### config.mk
export PLATFORM = sky130hd
export DESIGN_NAME = sss_supervisor
export DESIGN_NICKNAME = d
export VERILOG_FILES = /design/src/sss_pkg.sv /design/src/sss_wdog_if.sv /design/src/sss_watchdog.sv /design/src/sss_supervisor.sv
export VERILOG_INCLUDE_DIRS = /design/src
export SDC_FILE = /design/constraint.sdc
export NUM_CORES = 1
export LEC_CHECK = 0
export BUFFER_PORTS_ARGS = -buffer_cell sky130_fd_sc_hd__buf_2
export CORE_MARGIN = 1.5
export CORE_UTILIZATION = 50
export CTS_BUF_LIST = sky130_fd_sc_hd__clkbuf_4
export CTS_CLUSTER_DIAMETER = 40
export DETAILED_ROUTE_END_ITERATION = 8
export PLACE_DENSITY = 0.67
export SLEW_MARGIN = 20
export SYNTH_ARGS = -nofsm -noshare
export SYNTH_HDL_FRONTEND = slang
export SYNTH_SLANG_ARGS = --single-unit
### constraint.sdc
create_clock -name clock -period 2.4 [get_ports clock]
set_input_delay 0.12 -clock clock [delete_from_list [all_inputs] [get_ports clock]]
set_output_delay 0.12 -clock clock [all_outputs]
set_load 0.005 [all_outputs]
### src/sss_cfg.svh
// constants for the supply supervisor, reset generator and watchdog
// Overview of operation
// RULE1: power-fail flag low while sense below trip
// RULE2: power-fail flag only valid with supply valid
// RULE3: watchdog fault low after kick stays constant
// RULE4: fault stays low until next kick edge
// RULE5: floating kick input disables watchdog, fault high
// RULE6: fault output forced high during reset
// RULE7: route fault into manual reset for resets
// RULE8: manual reset low holds reset plus 200ms
// RULE9: undriven manual reset input reads inactive high
// RULE10: reset held while supply low, plus 200ms
// RULE11: active-high reset is complement of active-low
// RULE12: low-line warning low near reset threshold
// RULE13: processor treats low-line warning as interrupt
// RULE14: disabled gate forces chip-enable output high
// RULE15: main supply selected above threshold or battery
// RULE16: battery-on high while battery source selected
// RULE17: cell-good high when battery above level, normally
// RULE18: gate disabled during reset, enabled after release
// RULE19: supply power-down disables gate 28us later
// RULE20: watchdog cleared during reset, counts after release
// RULE21: supply dip during hold restarts hold timer
// RULE22: inputs synchronised, intervals counted in clock cycles (chip_enable_in_n is not synchronised; it passes straight through the gate)
// RULE23: power-on: reset asserted, timer cleared, gate off
`ifndef SSS_CFG_SVH
`define SSS_CFG_SVH

`define SSS_CLK_MHZ        200
`define SSS_HOLD_MS        200
`define SSS_WDOG_MS        1600
`define SSS_GATE_DELAY_US  28
`define SSS_HOLD_CYCLES    (`SSS_HOLD_MS * `SSS_CLK_MHZ * 1000)
`define SSS_WDOG_CYCLES    (`SSS_WDOG_MS * `SSS_CLK_MHZ * 1000)
`define SSS_GATE_CYCLES    (`SSS_GATE_DELAY_US * `SSS_CLK_MHZ)
`define SSS_CNT_W          32
`define SSS_SYNC_W         8
// bit positions inside the synchroniser vector
`define SSS_B_SUPPLY_OK    0
`define SSS_B_LOW_LINE     1
`define SSS_B_POWER_FAIL   2
`define SSS_B_CELL_GOOD    3
`define SSS_B_SUPPLY_VALID 4
`define SSS_B_ABOVE_CELL   5
`define SSS_B_MANUAL_N     6
`define SSS_B_KICK         7
// reset value of the synchroniser: manual reset idles high, comparators low
`define SSS_SYNC_RST       8'h40

`endif

### src/sss_pkg.sv
// types shared by the supervisor modules
`default_nettype none
package sss_pkg;
	typedef enum logic [2:0] {
		ST_HOLD = 3'h1,
		ST_TIME = 3'h2,
		ST_RUN  = 3'h4
	} sss_rst_state_type;

	typedef logic [31:0] sss_count_type;
endpackage : sss_pkg
`default_nettype wire

### src/sss_wdog_if.sv
// link between the reset core and the watchdog timer
`default_nettype none
interface sss_wdog_if;
	logic kick_level;
	logic floating;
	logic in_reset;
	logic fault_n;

	modport ctrl (output kick_level, output floating, output in_reset, input fault_n);
	modport dog  (input kick_level, input floating, input in_reset, output fault_n);
endinterface : sss_wdog_if
`default_nettype wire

### src/sss_watchdog.sv
// watchdog timer: flags a kick input that stays at one level too long
`include "sss_cfg.svh"
`default_nettype none
module sss_watchdog
	import sss_pkg::*;
#(
	parameter sss_count_type TIMEOUT_CYCLES = `SSS_WDOG_CYCLES
) (
	input  wire logic clock,
	input  wire logic reset_n,
	sss_wdog_if.dog   wd
);
	logic          prev_q;
	sss_count_type count_q;
	logic          fault_n_q;
	logic          kick_edge;

	assign kick_edge  = wd.kick_level != prev_q;
	assign wd.fault_n = fault_n_q;

	always_ff @(posedge clock) begin
		if (!reset_n) begin
			prev_q <= 1'h0;
		end else begin
			prev_q <= wd.kick_level;
		end
	end

	always_ff @(posedge clock) begin
		if (!reset_n) begin
			count_q   <= '0; // [RULE23]
			fault_n_q <= 1'h1;
		end else if (wd.in_reset) begin
			count_q   <= '0; // [RULE20]
			fault_n_q <= 1'h1; // [RULE6]
		end else if (wd.floating) begin
			count_q   <= '0;
			fault_n_q <= 1'h1; // [RULE5]
		end else if (kick_edge) begin
			count_q   <= '0;
			fault_n_q <= 1'h1; // [RULE4]
		end else if (count_q >= TIMEOUT_CYCLES - 32'h1) begin
			// counter parks here; only an edge, a floating input or reset clears the fault
			fault_n_q <= 1'h0; // [RULE3] [RULE4]
		end else begin
			count_q <= count_q + 32'h1; // [RULE20] [RULE22]
		end
	end
endmodule : sss_watchdog
`default_nettype wire

### src/sss_supervisor.sv
// supply supervisor top: reset timing, flags, supply select, chip-enable gate
`include "sss_cfg.svh"
`default_nettype none
module sss_supervisor
	import sss_pkg::*;
#(
	parameter sss_count_type HOLD_CYCLES = `SSS_HOLD_CYCLES,
	parameter sss_count_type WDOG_CYCLES = `SSS_WDOG_CYCLES,
	parameter sss_count_type GATE_CYCLES = `SSS_GATE_CYCLES
) (
	input  wire logic clock,
	input  wire logic reset_n,
	input  wire logic supply_ok_cmp,
	input  wire logic low_line_cmp,
	input  wire logic power_fail_sense_in,
	input  wire logic cell_good_cmp,
	input  wire logic supply_valid_cmp,
	input  wire logic supply_above_cell_cmp,
	input  wire logic manual_reset_n,
	input  wire logic watchdog_kick_in,
	input  wire logic watchdog_float_in,
	input  wire logic chip_enable_in_n,
	output var  logic reset_out_n,
	output var  logic reset_out,
	output var  logic power_fail_flag_n,
	output var  logic power_flag_valid,
	output var  logic low_line_n,
	output var  logic watchdog_fault_n,
	output var  logic backup_cell_good,
	output var  logic battery_selected,
	output var  logic chip_enable_out_n,
	output var  logic gate_enabled
);
	// -----------------------------------------------------------------
	// input synchronisers
	// -----------------------------------------------------------------
	logic [`SSS_SYNC_W-1:0] sync1_q;
	logic [`SSS_SYNC_W-1:0] sync2_q;
	logic [`SSS_SYNC_W-1:0] raw_in;
	logic                   float1_q;
	logic                   float2_q;
	// float detect has its own pair so the main vector keeps one reset word

	assign raw_in = {watchdog_kick_in, manual_reset_n, supply_above_cell_cmp,
		supply_valid_cmp, cell_good_cmp, power_fail_sense_in, low_line_cmp,
		supply_ok_cmp};

	always_ff @(posedge clock) begin
		if (!reset_n) begin
			// manual reset starts inactive, as if pulled up
			sync1_q <= `SSS_SYNC_RST; // [RULE9]
			sync2_q <= `SSS_SYNC_RST; // [RULE9]
		end else begin
			sync1_q <= raw_in; // [RULE22]
			sync2_q <= sync1_q; // [RULE22]
		end
	end

	always_ff @(posedge clock) begin
		if (!reset_n) begin
			float1_q <= 1'b0;
			float2_q <= 1'b0;
		end else begin
			float1_q <= watchdog_float_in; // [RULE22]
			float2_q <= float1_q;
		end
	end

	logic supply_ok_s;
	logic manual_n_s;
	logic reset_cause;

	assign supply_ok_s = sync2_q[`SSS_B_SUPPLY_OK];
	assign manual_n_s  = sync2_q[`SSS_B_MANUAL_N];
	assign reset_cause = !supply_ok_s || !manual_n_s; // [RULE8] [RULE10]

	// -----------------------------------------------------------------
	// shared helpers
	// -----------------------------------------------------------------
	// a count has served its time once it sits on its last cycle
	function automatic logic sss_done(input sss_count_type count, input sss_count_type limit);
		return count >= limit - 32'h1;
	endfunction : sss_done

	// -----------------------------------------------------------------
	// reset hold timer
	// -----------------------------------------------------------------
	// two sync flops, one state edge and the output flop: pin to reset pin is four clocks
	sss_rst_state_type state_q;
	sss_count_type     hold_q;

	always_ff @(posedge clock) begin
		if (!reset_n) begin
			state_q <= ST_HOLD; // [RULE23]
		end else begin
			case (state_q)
				ST_HOLD: begin
					if (!reset_cause) begin
						state_q <= ST_TIME;
					end
				end
				ST_TIME: begin
					if (reset_cause) begin
						state_q <= ST_HOLD; // [RULE21]
					end else if (sss_done(hold_q, HOLD_CYCLES)) begin
						state_q <= ST_RUN; // [RULE8] [RULE10]
					end
				end
				ST_RUN: begin
					if (reset_cause) begin
						state_q <= ST_HOLD;
					end
				end
				default: begin
					state_q <= ST_HOLD;
				end
			endcase
		end
	end

	always_ff @(posedge clock) begin
		if (!reset_n) begin
			hold_q <= '0;
		end else if (state_q == ST_TIME && !reset_cause) begin
			hold_q <= hold_q + 32'h1; // [RULE22]
		end else begin
			// any dip back into reset starts the 200ms over
			hold_q <= '0; // [RULE21]
		end
	end

	logic in_reset;

	assign in_reset = state_q != ST_RUN;

	// both pins flop on one edge, so they can never be seen apart
	always_ff @(posedge clock) begin
		if (!reset_n) begin
			reset_out_n <= 1'h0; // [RULE23]
			reset_out   <= 1'h1;
		end else begin
			reset_out_n <= !in_reset; // [RULE10] [RULE8]
			reset_out   <= in_reset; // [RULE11]
		end
	end

	// -----------------------------------------------------------------
	// chip-enable gate
	// -----------------------------------------------------------------
	sss_count_type gate_cnt_q;
	logic          gate_q;

	// a supply-only fall keeps the gate open for a short grace time so an
	// access in flight can finish; a manual reset closes it at once
	always_ff @(posedge clock) begin
		if (!reset_n) begin
			gate_q     <= 1'h0; // [RULE23]
			gate_cnt_q <= '0;
		end else if (!in_reset) begin
			gate_q     <= 1'h1; // [RULE18]
			gate_cnt_q <= '0;
		end else if (gate_q && manual_n_s && state_q == ST_HOLD) begin
			if (sss_done(gate_cnt_q, GATE_CYCLES)) begin
				gate_q <= 1'h0; // [RULE19]
			end else begin
				gate_cnt_q <= gate_cnt_q + 32'h1; // [RULE19]
			end
		end else begin
			gate_q     <= 1'h0; // [RULE18]
			gate_cnt_q <= '0;
		end
	end

	assign gate_enabled = gate_q;
	// pass-through is combinational: the gate must not add clock latency
	assign chip_enable_out_n = gate_q ? chip_enable_in_n : 1'h1; // [RULE14]

	// -----------------------------------------------------------------
	// flags and supply selection
	// -----------------------------------------------------------------
	logic main_select;

	// battery takes over only when the supply is both low and below it
	assign main_select = supply_ok_s || sync2_q[`SSS_B_ABOVE_CELL]; // [RULE15]

	// power-fail and low-line flags pass through unmasked; validity has its own pin so the
	// consumer decides what to ignore while the supply is too low
	always_ff @(posedge clock) begin
		if (!reset_n) begin
			power_fail_flag_n <= 1'h0;
			power_flag_valid  <= 1'h0;
			low_line_n        <= 1'h0;
			backup_cell_good  <= 1'h0;
			battery_selected  <= 1'h0;
		end else begin
			power_fail_flag_n <= sync2_q[`SSS_B_POWER_FAIL]; // [RULE1]
			power_flag_valid  <= sync2_q[`SSS_B_SUPPLY_VALID]; // [RULE2] [RULE17]
			low_line_n        <= sync2_q[`SSS_B_LOW_LINE]; // [RULE12]
			backup_cell_good  <= sync2_q[`SSS_B_CELL_GOOD] && main_select; // [RULE17]
			battery_selected  <= !main_select; // [RULE16]
		end
	end

	// -----------------------------------------------------------------
	// watchdog
	// -----------------------------------------------------------------
	// the fault is not looped into manual reset here; the board wires
	// that up when every fault should reset the system
	sss_wdog_if wd_link ();

	assign wd_link.kick_level = sync2_q[`SSS_B_KICK];
	assign wd_link.floating   = float2_q;
	assign wd_link.in_reset   = in_reset; // [RULE6] [RULE20]
	assign watchdog_fault_n   = wd_link.fault_n;

	sss_watchdog #(
		.TIMEOUT_CYCLES (WDOG_CYCLES)
	) u_watchdog (
		.clock   (clock),
		.reset_n (reset_n),
		.wd      (wd_link.dog)
	);
endmodule : sss_supervisor
`default_nettype wire

# Yosys cells after proc, flatten, opt, wreduce, memory -nomap -nowiden
# Index checks and enable logic that the tools add are counted.
# word_totals
reg_bits	127
in_bits	12
# op_classes
n_addsub	3
n_lt_le_gt_ge	3
n_eq_ne	9
n_mux	9
n_bitwise	1
reduce_logical	15
# ops
op	n
32-bit by 1-bit adder with 32-bit output, second input constant	3
32-bit by 13-bit greater-or-equal comparator with 1-bit output, second input constant	1
32-bit by 26-bit greater-or-equal comparator with 1-bit output, second input constant	1
32-bit by 29-bit greater-or-equal comparator with 1-bit output, second input constant	1
3-bit 2-to-1 mux	4
3-bit one-hot mux with 3 select lines	1
3-bit != test, second input constant	2
3-bit AND reduction	2
1-bit logical NOT	5
1-bit logical AND	4
1-bit 2-to-1 mux	4
2-bit != test, second input constant	2
4-bit OR reduction	1
3-bit by 1-bit equality test with 1-bit output, second input constant	1
3-bit by 2-bit equality test with 1-bit output, second input constant	1
3-bit equality test, second input constant	1
3-bit by 2-bit != test with 1-bit output, second input constant	1
1-bit logical OR	2
2-bit AND reduction	1
1-bit != test	1
1-bit inverter	1

# Depth between registers and ports, before layout
# Gate-level depths: netlist of the first run.
# logic_depth
depth_word	5
mapped_depth	9
depth_no_buf	6

# Hierarchy
# A second synthesis of the first run with hierarchy kept.
# hier_totals
cells_unflattened	608
hier_area_um2	5571.6
# modules_own_cells
mod	n_inst	cells_per_inst	area_per_inst_um2	seq_area_each_um2
sss_supervisor	1	383	3699.8	1861.8
sss_watchdog	1	225	1871.8	680.7

# Least setup slack after synthesis of the first run
# OpenSTA, ideal clock, no wires.
# synth_path
path_kind	reg2reg
startpoint	reg u_watchdog.count_q[0]
endpoint	reg u_watchdog.count_q[13]
setup_time_ns	0.118
arrival_time_ns	2.097
setup_slack_ns	0.185
path_stages_with_launch	9
n_path_buf	2
period_less_slack_ns	2.215
cell_sequence	dfxtp_1 > ha_1 > inv_1 > or4_1 > buf_2 > a2111o_1 > buf_6 > and3_1 > mux2i_1
# synth_between
elab_chain_len	1
elab_cells_between_ends	2
# synth_rtl
element	line	source
start, declared	sss_watchdog.sv:14	sss_count_type count_q;
start signal, assigned	sss_watchdog.sv:46	count_q <= count_q + 32'h1;
32-bit by 1-bit adder with 32-bit output / 32-bit by 29-bit greater-or-equal comparator with 1-bit output (equally long branches)	sss_watchdog.sv:46, sss_watchdog.sv:42	
# Several ways; a longest one is shown, not always the timed one.
# A chain may end at the register's enable or synchronous reset.

# Final worst setup path of the first run
# layout_path
startpoint	reg u_watchdog.count_q[2]
endpoint	reg u_watchdog.count_q[24]
# The elaborated chain is that of the path after synthesis.

==> results_tabular.tex, run 1 <==
\begin{tabular}{lr}
\hline
Metric & Value \\
\hline
\multicolumn{2}{l}{\textbf{Synthesis}} \\
Sequential element share of the synthesized area & 0.478 \\
Synth Flop Type & sky130\_fd\_sc\_hd\_\_dfxtp\_1 \\
Yosys reg bits & 127 \\
Number of warnings issued by yosys & 0 \\
Synthesized instance count & 581 \\
Total nets after synthesis & 596 \\
Area contributors post-synth & sky130\_fd\_sc\_hd\_\_dfxtp\_1 48\%, sky130\_fd\_sc\_hd\_\_and2\_1 5.2\%, sky130\_fd\_sc\_hd\_\_a21oi\_1 3.7\% \\
Synthesized area per cell & 9.16 um2 \\
Distinct cell type count after synthesis & 56 \\
Fraction of post-synthesis cell area in the top cell type by area & 0.478 \\
Post-synthesis cell type with the largest combined area & sky130\_fd\_sc\_hd\_\_dfxtp\_1 \\
Post-synth ARST share & 0 \\
Count of flip-flops with a built-in enable after synthesis & 0 \\
Netlist Area Pre-Place & 5320 um2 \\
\multicolumn{2}{l}{\textbf{STA}} \\
Fmax & 0.435 GHz \\
Final Setup Violations & 0 \\
Clock Skews & 0.0157 ns \\
Number of failing hold endpoints at the final stage & 0 \\
Final Max Slew Viols & 0 \\
Worst slew margin relative to its limit & 0.403 \\
Final period util & 0.958 \\
Pin slew with the least headroom to its limit & 0.888 ns \\
Minimum clock period & 2.30 ns \\
Unrepaired setup endpoints after global routing & true \\
Worst hold slack & 0.349 ns \\
\multicolumn{2}{l}{\textbf{Power and ir drop}} \\
Pwr dens & 600 nW/um2 \\
Power spent charging and discharging nets & 799 uW \\
Proportion of power drawn by combinational gates & 0.013 \\
Maximum ir drop on the vdd rail & 0.408 mV \\
Clock network power share & 0.398 \\
Internal portion of total power & 2810 uW \\
Standby leakage power & 0.00200 uW \\
Sequential group share of total power & 0.589 \\
Total design power & 3610 uW \\
Switching part of the total & 0.221 \\
\multicolumn{2}{l}{\textbf{Drt}} \\
WL final & 9900 um \\
Via-to-Cell Ratio & 5.51 \\
ANT nets after route & 0 \\
Total DRC errors in the routed layout & 0 \\
Routed wire per std cell & 12.8 um \\
Via count & 4269 \\
Pre-antenna DRT Iters & 5 \\
Drt first-iter violations & 206 \\
\multicolumn{2}{l}{\textbf{Die}} \\
Die outline height & 106 um \\
Starting utilization of the core area & 0.515 \\
Placeable core region & 10300 um2 \\
Area of the die & 11300 um2 \\
Number of rows created at floorplan & 37 \\
Die Wd & 106 um \\
Number of primary I/O pins & 22 \\
\multicolumn{2}{l}{\textbf{Placed design}} \\
Number of buffer cells added on primary ports & 21 \\
Routability congestion estimate & 0.832 \\
Sum of net half-perimeters after detailed placement & 6730 um \\
\multicolumn{2}{l}{\textbf{Global route}} \\
Global-route total usage across every layer & 0.192 \\
Global-route wire length before repair & 17600 um \\
Pin count of the biggest net entering global routing & 32 \\
Number of antenna violations at the first check in global routing & 0 \\
Number of global-route vias before repair & 3922 \\
Remaining Overflow, GRT & 0 \\
\multicolumn{2}{l}{\textbf{Clock network}} \\
Clk slew on worst S/H paths & 0.12 ns \\
Depth of the CTS H-tree & 4 \\
Root cell of the clock tree & sky130\_fd\_sc\_hd\_\_clkbuf\_4 \\
TritonCTS clock tree & done \\
Maximum number of buffers from clock root to sink & 2 \\
Total clock sinks & 127 \\
CTS Buf Count & 17 \\
Clock network latency to the later pin of the worst-skew pair & 0.51 ns \\
\multicolumn{2}{l}{\textbf{Critical path}} \\
Number of cell instances on the worst register-to-register path & 5 \\
Class of the most critical setup path & flop to flop \\
Reg-to-reg critical path startpoint & u\_watchdog.count\_q[2]\$\_SDFFE\_PP0N\_ \\
Crit Reg-Reg Endpoint & u\_watchdog.count\_q[24]\$\_SDFFE\_PP0N\_ \\
Signal arrival time at the worst endpoint & 2.74 ns \\
Largest driver fanout on the critical path & 9 \\
Flop-to-flop setup slack & 0.10 ns \\
WP data required & 2.84 ns \\
Endpoint class of the critical path & flop \\
CP startpoint kind & flop \\
\multicolumn{2}{l}{\textbf{Finish}} \\
Count of fill cells added during filler insertion & 881 \\
Share of layout cells above drive strength 1 & 0.130 \\
Most common cell after layout, fill and taps aside & sky130\_fd\_sc\_hd\_\_dfxtp\_1 \\
Commonest cells after routing, fill and taps aside & 127 x sky130\_fd\_sc\_hd\_\_dfxtp\_1, 44 x sky130\_fd\_sc\_hd\_\_and2\_1, 43 x sky130\_fd\_sc\_hd\_\_nor2\_1, 39 x sky130\_fd\_sc\_hd\_\_a21oi\_1, 30 x sky130\_fd\_sc\_hd\_\_nand2\_1 \\
P\&R area growth vs syn & 13.1\% \\
Final core occ & 0.583 \\
Count of antenna diodes in the layout & 0 \\
Final nets & 641 \\
\multicolumn{2}{l}{\textbf{Hold path}} \\
Launch point of the worst hold path & watchdog\_kick\_in \\
End point of the worst hold path & sync1\_q[7]\$\_SDFF\_PN0\_ \\
Worst hold path depth & 3 \\
HP Class & input port to flop \\
\multicolumn{2}{l}{\textbf{Job}} \\
Count of max-cap constraint violations & 0 \\
\multicolumn{2}{l}{\textbf{Outcome}} \\
Outcome & finished, final reports clean \\
\hline
\end{tabular}
-- sequential cells by signal, indices dropped and copies added, names as in the netlist --
signal	count
float1_q	1
low_line_n	1
backup_cell_good	1
hold_q	32
power_fail_flag_n	1
power_flag_valid	1
u_watchdog.count_q	32
reset_out_n	1
gate_enabled	1
u_watchdog.wd.fault_n	1
sync1_q	8
reset_out	1
float2_q	1
gate_cnt_q	32
sync2_q	8
u_watchdog.prev_q	1
battery_selected	1
state_q	3
-- stage by stage --
stage	setup WS (ns)	instance area, um2	instances	TNS (ns)
5_1_grt	-0.0328	6020	775	-0.155
6_report	0.101	6020	775	0
3_3_place_gp	0.187	5600	731	0
2_1_floorplan	0.185	5320	581	0
3_5_place_dp	0.137	5600	731	0
4_1_cts	0.103	6000	774	0
-- layout make-up --
type | instances | area [um2] | share of cell area
multi-input combinational | 416 | 2630 | 0.436
clock buffer | 20 | 150 | 0.0249
timing repair buffer | 48 | 335 | 0.0557
inverter | 16 | 60.1 | 0.00998
tap | 136 | 170 | 0.0283
sequential | 127 | 2540 | 0.422
clock inverter | 12 | 136 | 0.0227
-- power by group through the flow --
stage / clock network [uW] / logic [uW] / registers (uW)
after floorplan: 0 / 18.7 / 2180
after global placement: 0 / 33.1 / 2180
after detailed placement: 0 / 34.0 / 2180
after CTS: 1490 / 47.7 / 2130
after global routing: 1590 / 52.7 / 2130
final: 1440 / 47.4 / 2130
-- cells in the mapped netlist (all sizes together), types with 2 or more instances --
| library cell | instances |
|---|---|
| or4 | 16 |
| nand3 | 27 |
| or3 | 21 |
| o2111ai | 2 |
| buf | 5 |
| o21a | 3 |
| or2 | 2 |
| nor4 | 18 |
| and3 | 8 |
| dfxtp | 127 |
| o211ai | 5 |
| nand2b | 8 |
| nor2 | 43 |
| a21oi | 39 |
| nand4 | 22 |
| nor3 | 10 |
| nor3b | 2 |
| and4 | 7 |
| nand2 | 30 |
| nand4b | 3 |
| clkbuf | 18 |
| xor2 | 13 |
| nor4bb | 2 |
| o31ai | 16 |
| a2111oi | 2 |
| inv | 16 |
| o41ai | 3 |
| a41oi | 2 |
| nor2b | 4 |
| mux2i | 4 |
| and3b | 2 |
| xnor2 | 17 |
| or4b | 2 |
| ha | 3 |
| o21ai | 24 |
| and2 | 44 |
-- routing by layer --
metal	up-vias	global-route usage	routed length [um]
met2	73	0.303	4510
met3	7	0.0595	399
met5	-	0	0
met1	1966	0.248	4890
li1	2223	-	-
met4	0	0.0705	89
-- worst max-delay path by stage --
stage	start	to	slack, ns	cells after the start
2_1_floorplan	u_watchdog.count_q[0]$_SDFFE_PP0N_	u_watchdog.count_q[13]$_SDFFE_PP0N_	0.18	8
3_3_place_gp	u_watchdog.count_q[2]$_SDFFE_PP0N_	u_watchdog.count_q[24]$_SDFFE_PP0N_	0.19	5
3_5_place_dp	u_watchdog.count_q[2]$_SDFFE_PP0N_	u_watchdog.count_q[13]$_SDFFE_PP0N_	0.14	5
4_1_cts	u_watchdog.count_q[2]$_SDFFE_PP0N_	u_watchdog.count_q[13]$_SDFFE_PP0N_	0.10	5
5_1_grt	u_watchdog.count_q[2]$_SDFFE_PP0N_	u_watchdog.count_q[10]$_SDFFE_PP0N_	-0.03	6
6_report	u_watchdog.count_q[2]$_SDFFE_PP0N_	u_watchdog.count_q[24]$_SDFFE_PP0N_	0.10	5
-- cells by family after synthesis --
| family | synth area share |
|---|---|
| and+or+nand+nor | 0.300 |
| DFF | 0.478 |
| AOI/OAI and AO/OA | 0.126 |
| buffers and inverters | 0.0322 |
| xor gates and xnor gates | 0.0494 |
| muxes | 0.00753 |
| adders and majority gates | 0.00706 |
-- repair_timing --
| action | 4_1_cts | 5_1_grt |
|---|---|---|
| gates resized for setup | 0 | 2 |
| endpoints found under the setup margin | 0 | 7 |
| hold buffers | 11 | 0 |
| endpoints found under the hold margin | 13 | 0 |
| setup buffers | 0 | 0 |
-- critical path: stages (launching register included) --
cell and delay [ns]:
sky130_fd_sc_hd__dfxtp_1 0.46, sky130_fd_sc_hd__nand4_4 0.16, sky130_fd_sc_hd__nor4_1 0.47, sky130_fd_sc_hd__o31ai_1 0.32
sky130_fd_sc_hd__or4b_2 0.69, sky130_fd_sc_hd__a21oi_1 0.15
No activity file was read; power rests on OpenSTA's default activity.
==> run 2, diff against run 1 <==
--- a/config.mk
+++ b/config.mk
@@ -7,6 +7,7 @@
 export NUM_CORES = 1
 export LEC_CHECK = 0
 export BUFFER_PORTS_ARGS = -buffer_cell sky130_fd_sc_hd__buf_2
+export CORE_ASPECT_RATIO = 1.4
 export CORE_MARGIN = 1.5
 export CORE_UTILIZATION = 50
 export CTS_BUF_LIST = sky130_fd_sc_hd__clkbuf_4
==> results_tabular.tex, run 2 (synthesis results as in run 1) <==
\begin{tabular}{lr}
\hline
Metric & Value \\
\hline
\multicolumn{2}{l}{\textbf{STA}} \\
Final Setup Violations & 0 (unchanged) \\
Final WS setup & 0.0445 ns (-0.0562 ns) \\
Clock Skews & 0.0129 ns (-0.00275 ns) \\
Final Max Slew Viols & 0 (unchanged) \\
Minimum clock period & 2.36 ns (+0.0562 ns) \\
Pin slew with the least headroom to its limit & 0.818 ns (-0.0698 ns) \\
Final period util & 0.981 (+0.0234) \\
Worst slew margin relative to its limit & 0.450 (+0.0469) \\
Fmax & 0.425 GHz (-2.4\%) \\
Number of failing hold endpoints at the final stage & 0 (unchanged) \\
Unrepaired setup endpoints after global routing & false \\
Post-route setup TNS & 0 ns (unchanged) \\
\multicolumn{2}{l}{\textbf{Placed design}} \\
Number of buffer cells added on primary ports & 21 (unchanged) \\
Sum of net half-perimeters after detailed placement & 7060 um (+5.0\%) \\
Worst setup slack after placement & 0.144 ns (+0.00691 ns) \\
Routability congestion estimate & 0.800 (-3.9\%) \\
\multicolumn{2}{l}{\textbf{Drt}} \\
WL final & 10300 um (+3.6\%) \\
Via count & 4301 (+0.75\%) \\
Routed wire per std cell & 13.2 um (+3.4\%) \\
Total DRC errors in the routed layout & 0 (unchanged) \\
ANT nets after route & 0 (unchanged) \\
Via-to-Cell Ratio & 5.54 (+0.62\%) \\
Pre-antenna DRT Iters & 4 (-1) \\
Drt first-iter violations & 223 (+8.3\%) \\
\multicolumn{2}{l}{\textbf{Die}} \\
Number of primary I/O pins & 22 (unchanged) \\
Number of rows created at floorplan & 44 (+19\%) \\
Placeable core region & 10300 um2 (+0.25\%) \\
Area of the die & 11300 um2 (about the same) \\
Die outline height & 125 um (+18\%) \\
Die Wd & 90.2 um (-15\%) \\
Starting utilization of the core area & 0.514 (-0.00131) \\
\multicolumn{2}{l}{\textbf{Clock network}} \\
Clk slew on worst S/H paths & 0.14 ns (+0.02 ns) \\
TritonCTS clock tree & done \\
Maximum number of buffers from clock root to sink & 2 (unchanged) \\
Root cell of the clock tree & sky130\_fd\_sc\_hd\_\_clkbuf\_4 \\
Clock network latency to the later pin of the worst-skew pair & 0.53 ns (+0.02 ns) \\
Depth of the CTS H-tree & 4 (unchanged) \\
CTS Buf Count & 17 (unchanged) \\
Number of buffers added for setup after CTS & 0 (unchanged) \\
Total clock sinks & 127 (unchanged) \\
\multicolumn{2}{l}{\textbf{Power and ir drop}} \\
Pwr dens & 621 nW/um2 (+3.4\%) \\
Standby leakage power & 0.00202 uW (+0.98\%) \\
Maximum ir drop on the vdd rail & 0.396 mV (-2.9\%) \\
\multicolumn{2}{l}{\textbf{Critical path}} \\
Signal arrival time at the worst endpoint & 2.83 ns (+0.09 ns) \\
Number of cell instances on the worst register-to-register path & 5 (unchanged) \\
Largest driver fanout on the critical path & 9 (unchanged) \\
WP data required & 2.87 ns (+0.03 ns) \\
CP startpoint kind & flop \\
Endpoint class of the critical path & flop \\
Class of the most critical setup path & flop to flop \\
\multicolumn{2}{l}{\textbf{Finish}} \\
Area taken by flip-flops and latches & 2540 um2 (unchanged) \\
Count of fill cells added during filler insertion & 959 (+8.9\%) \\
Multi-input logic area & 2620 um2 (-0.24\%) \\
Share of layout cells above drive strength 1 & 0.132 (+0.00198) \\
P\&R area growth vs syn & 13.8\% \\
Commonest cells after routing, fill and taps aside & 127 x sky130\_fd\_sc\_hd\_\_dfxtp\_1, 44 x sky130\_fd\_sc\_hd\_\_and2\_1, 43 x sky130\_fd\_sc\_hd\_\_nor2\_1, 39 x sky130\_fd\_sc\_hd\_\_a21oi\_1, 30 x sky130\_fd\_sc\_hd\_\_nand2\_1 \\
Final nets & 639 (-0.31\%) \\
Most common cell after layout, fill and taps aside & sky130\_fd\_sc\_hd\_\_dfxtp\_1 \\
Largest regs & gate\_cnt\_q: 32 flops, hold\_q: 32 flops, u\_watchdog.count\_q: 32 flops \\
\multicolumn{2}{l}{\textbf{Global route}} \\
Global-route total usage across every layer & 0.192 (-0.000699) \\
Number of antenna violations at the first check in global routing & 1 (+1) \\
Remaining Overflow, GRT & 0 (unchanged) \\
Global-route wire length before repair & 17800 um (+1.1\%) \\
Number of global-route vias before repair & 4018 (+2.4\%) \\
Pin count of the biggest net entering global routing & 32 (unchanged) \\
\multicolumn{2}{l}{\textbf{Job}} \\
Count of max-cap constraint violations & 0 (unchanged) \\
\multicolumn{2}{l}{\textbf{Outcome}} \\
Outcome & finished, final reports clean \\
\multicolumn{2}{l}{\textbf{Hold path}} \\
HP Class & input port to flop \\
Worst hold path depth & 3 (unchanged) \\
\hline
\end{tabular}
run 2: changes by cell type in the layout (fill, tap and decap cells not counted), moves of 2 or more:
cell / delta
sky130_fd_sc_hd__or4_4: +2
sky130_fd_sc_hd__inv_6: +2
sky130_fd_sc_hd__or4_1: -2
sky130_fd_sc_hd__clkinvlp_4: -3
sky130_fd_sc_hd__clkinv_2: -2
sky130_fd_sc_hd__inv_8: +8
sky130_fd_sc_hd__clkinv_8: +2
sky130_fd_sc_hd__buf_4: -2
sky130_fd_sc_hd__clkbuf_4: -3
sky130_fd_sc_hd__clkinv_4: -3
run 2: power breakdown:
group | switching (uW) | total [uW] | internal [uW]
registers | 5.39 | 2130 | 2130
clock network | 980 | 1580 | 598
logic | 16.1 | 47.0 | 30.9
total | 1000 | 3760 | 2750
run 2: final cells by class:
type                            instances  share of cell area
Antenna cell                            1            0.000413
Clock buffer                           17              0.0211
Clock inverter                         15              0.0310
Inverter                               16             0.00992
Multi-Input combinational cell        415               0.433
Sequential cell                       127               0.420
Tap cell                              138              0.0285
Timing Repair Buffer                   47              0.0562
run 2: through the flow:
stage	total power, uW	util	std cells	cell area (um2)	hold slack [ns]
finish	3760	0.585	776	6050	0.320
global route	3910	0.585	776	6050	0.255
CTS	3810	0.583	775	6040	0.258
detailed placement	2210	0.542	732	5610	0.306
global placement	2210	0.542	732	5610	0.300
floorplan	2200	-	581	5320	0.221
run 2: final timing paths:
| kind | start | end | slack [ns] |
|---|---|---|---|
| hold reg to reg | sync1_q[6]$_SDFF_PN1_ | sync2_q[6]$_SDFF_PN1_ | 0.43 |
| setup reg to reg | u_watchdog.count_q[2]$_SDFFE_PP0N_ | u_watchdog.count_q[24]$_SDFFE_PP0N_ | 0.04 |
| setup / recovery | u_watchdog.count_q[2]$_SDFFE_PP0N_ | u_watchdog.count_q[24]$_SDFFE_PP0N_ | 0.04 |
| hold / removal | supply_valid_cmp | sync1_q[4]$_SDFF_PN0_ | 0.32 |
run 2: layer usage:
metal,share of wire,up-vias,global-route usage
met5,0,-,0
met4,0.017,0,0.0794
met3,0.029,14,0.0602
met2,0.51,59,0.328
met1,0.44,2015,0.220
li1,-,2213,-
run 2: worst max-delay path, cell delays in order (launching register included):
cell and delay, ns:
sky130_fd_sc_hd__dfxtp_1 0.47, sky130_fd_sc_hd__nand4_4 0.17, sky130_fd_sc_hd__nor4_1 0.51, sky130_fd_sc_hd__o31ai_1 0.32, sky130_fd_sc_hd__or4b_2 0.69, sky130_fd_sc_hd__a21oi_1 0.15
run 2: what timing repair did:
action,CTS,global route
resized for setup,0,3
hold endpoints to repair,13,0
setup endpoints to repair,0,7
hold buffers,11,0
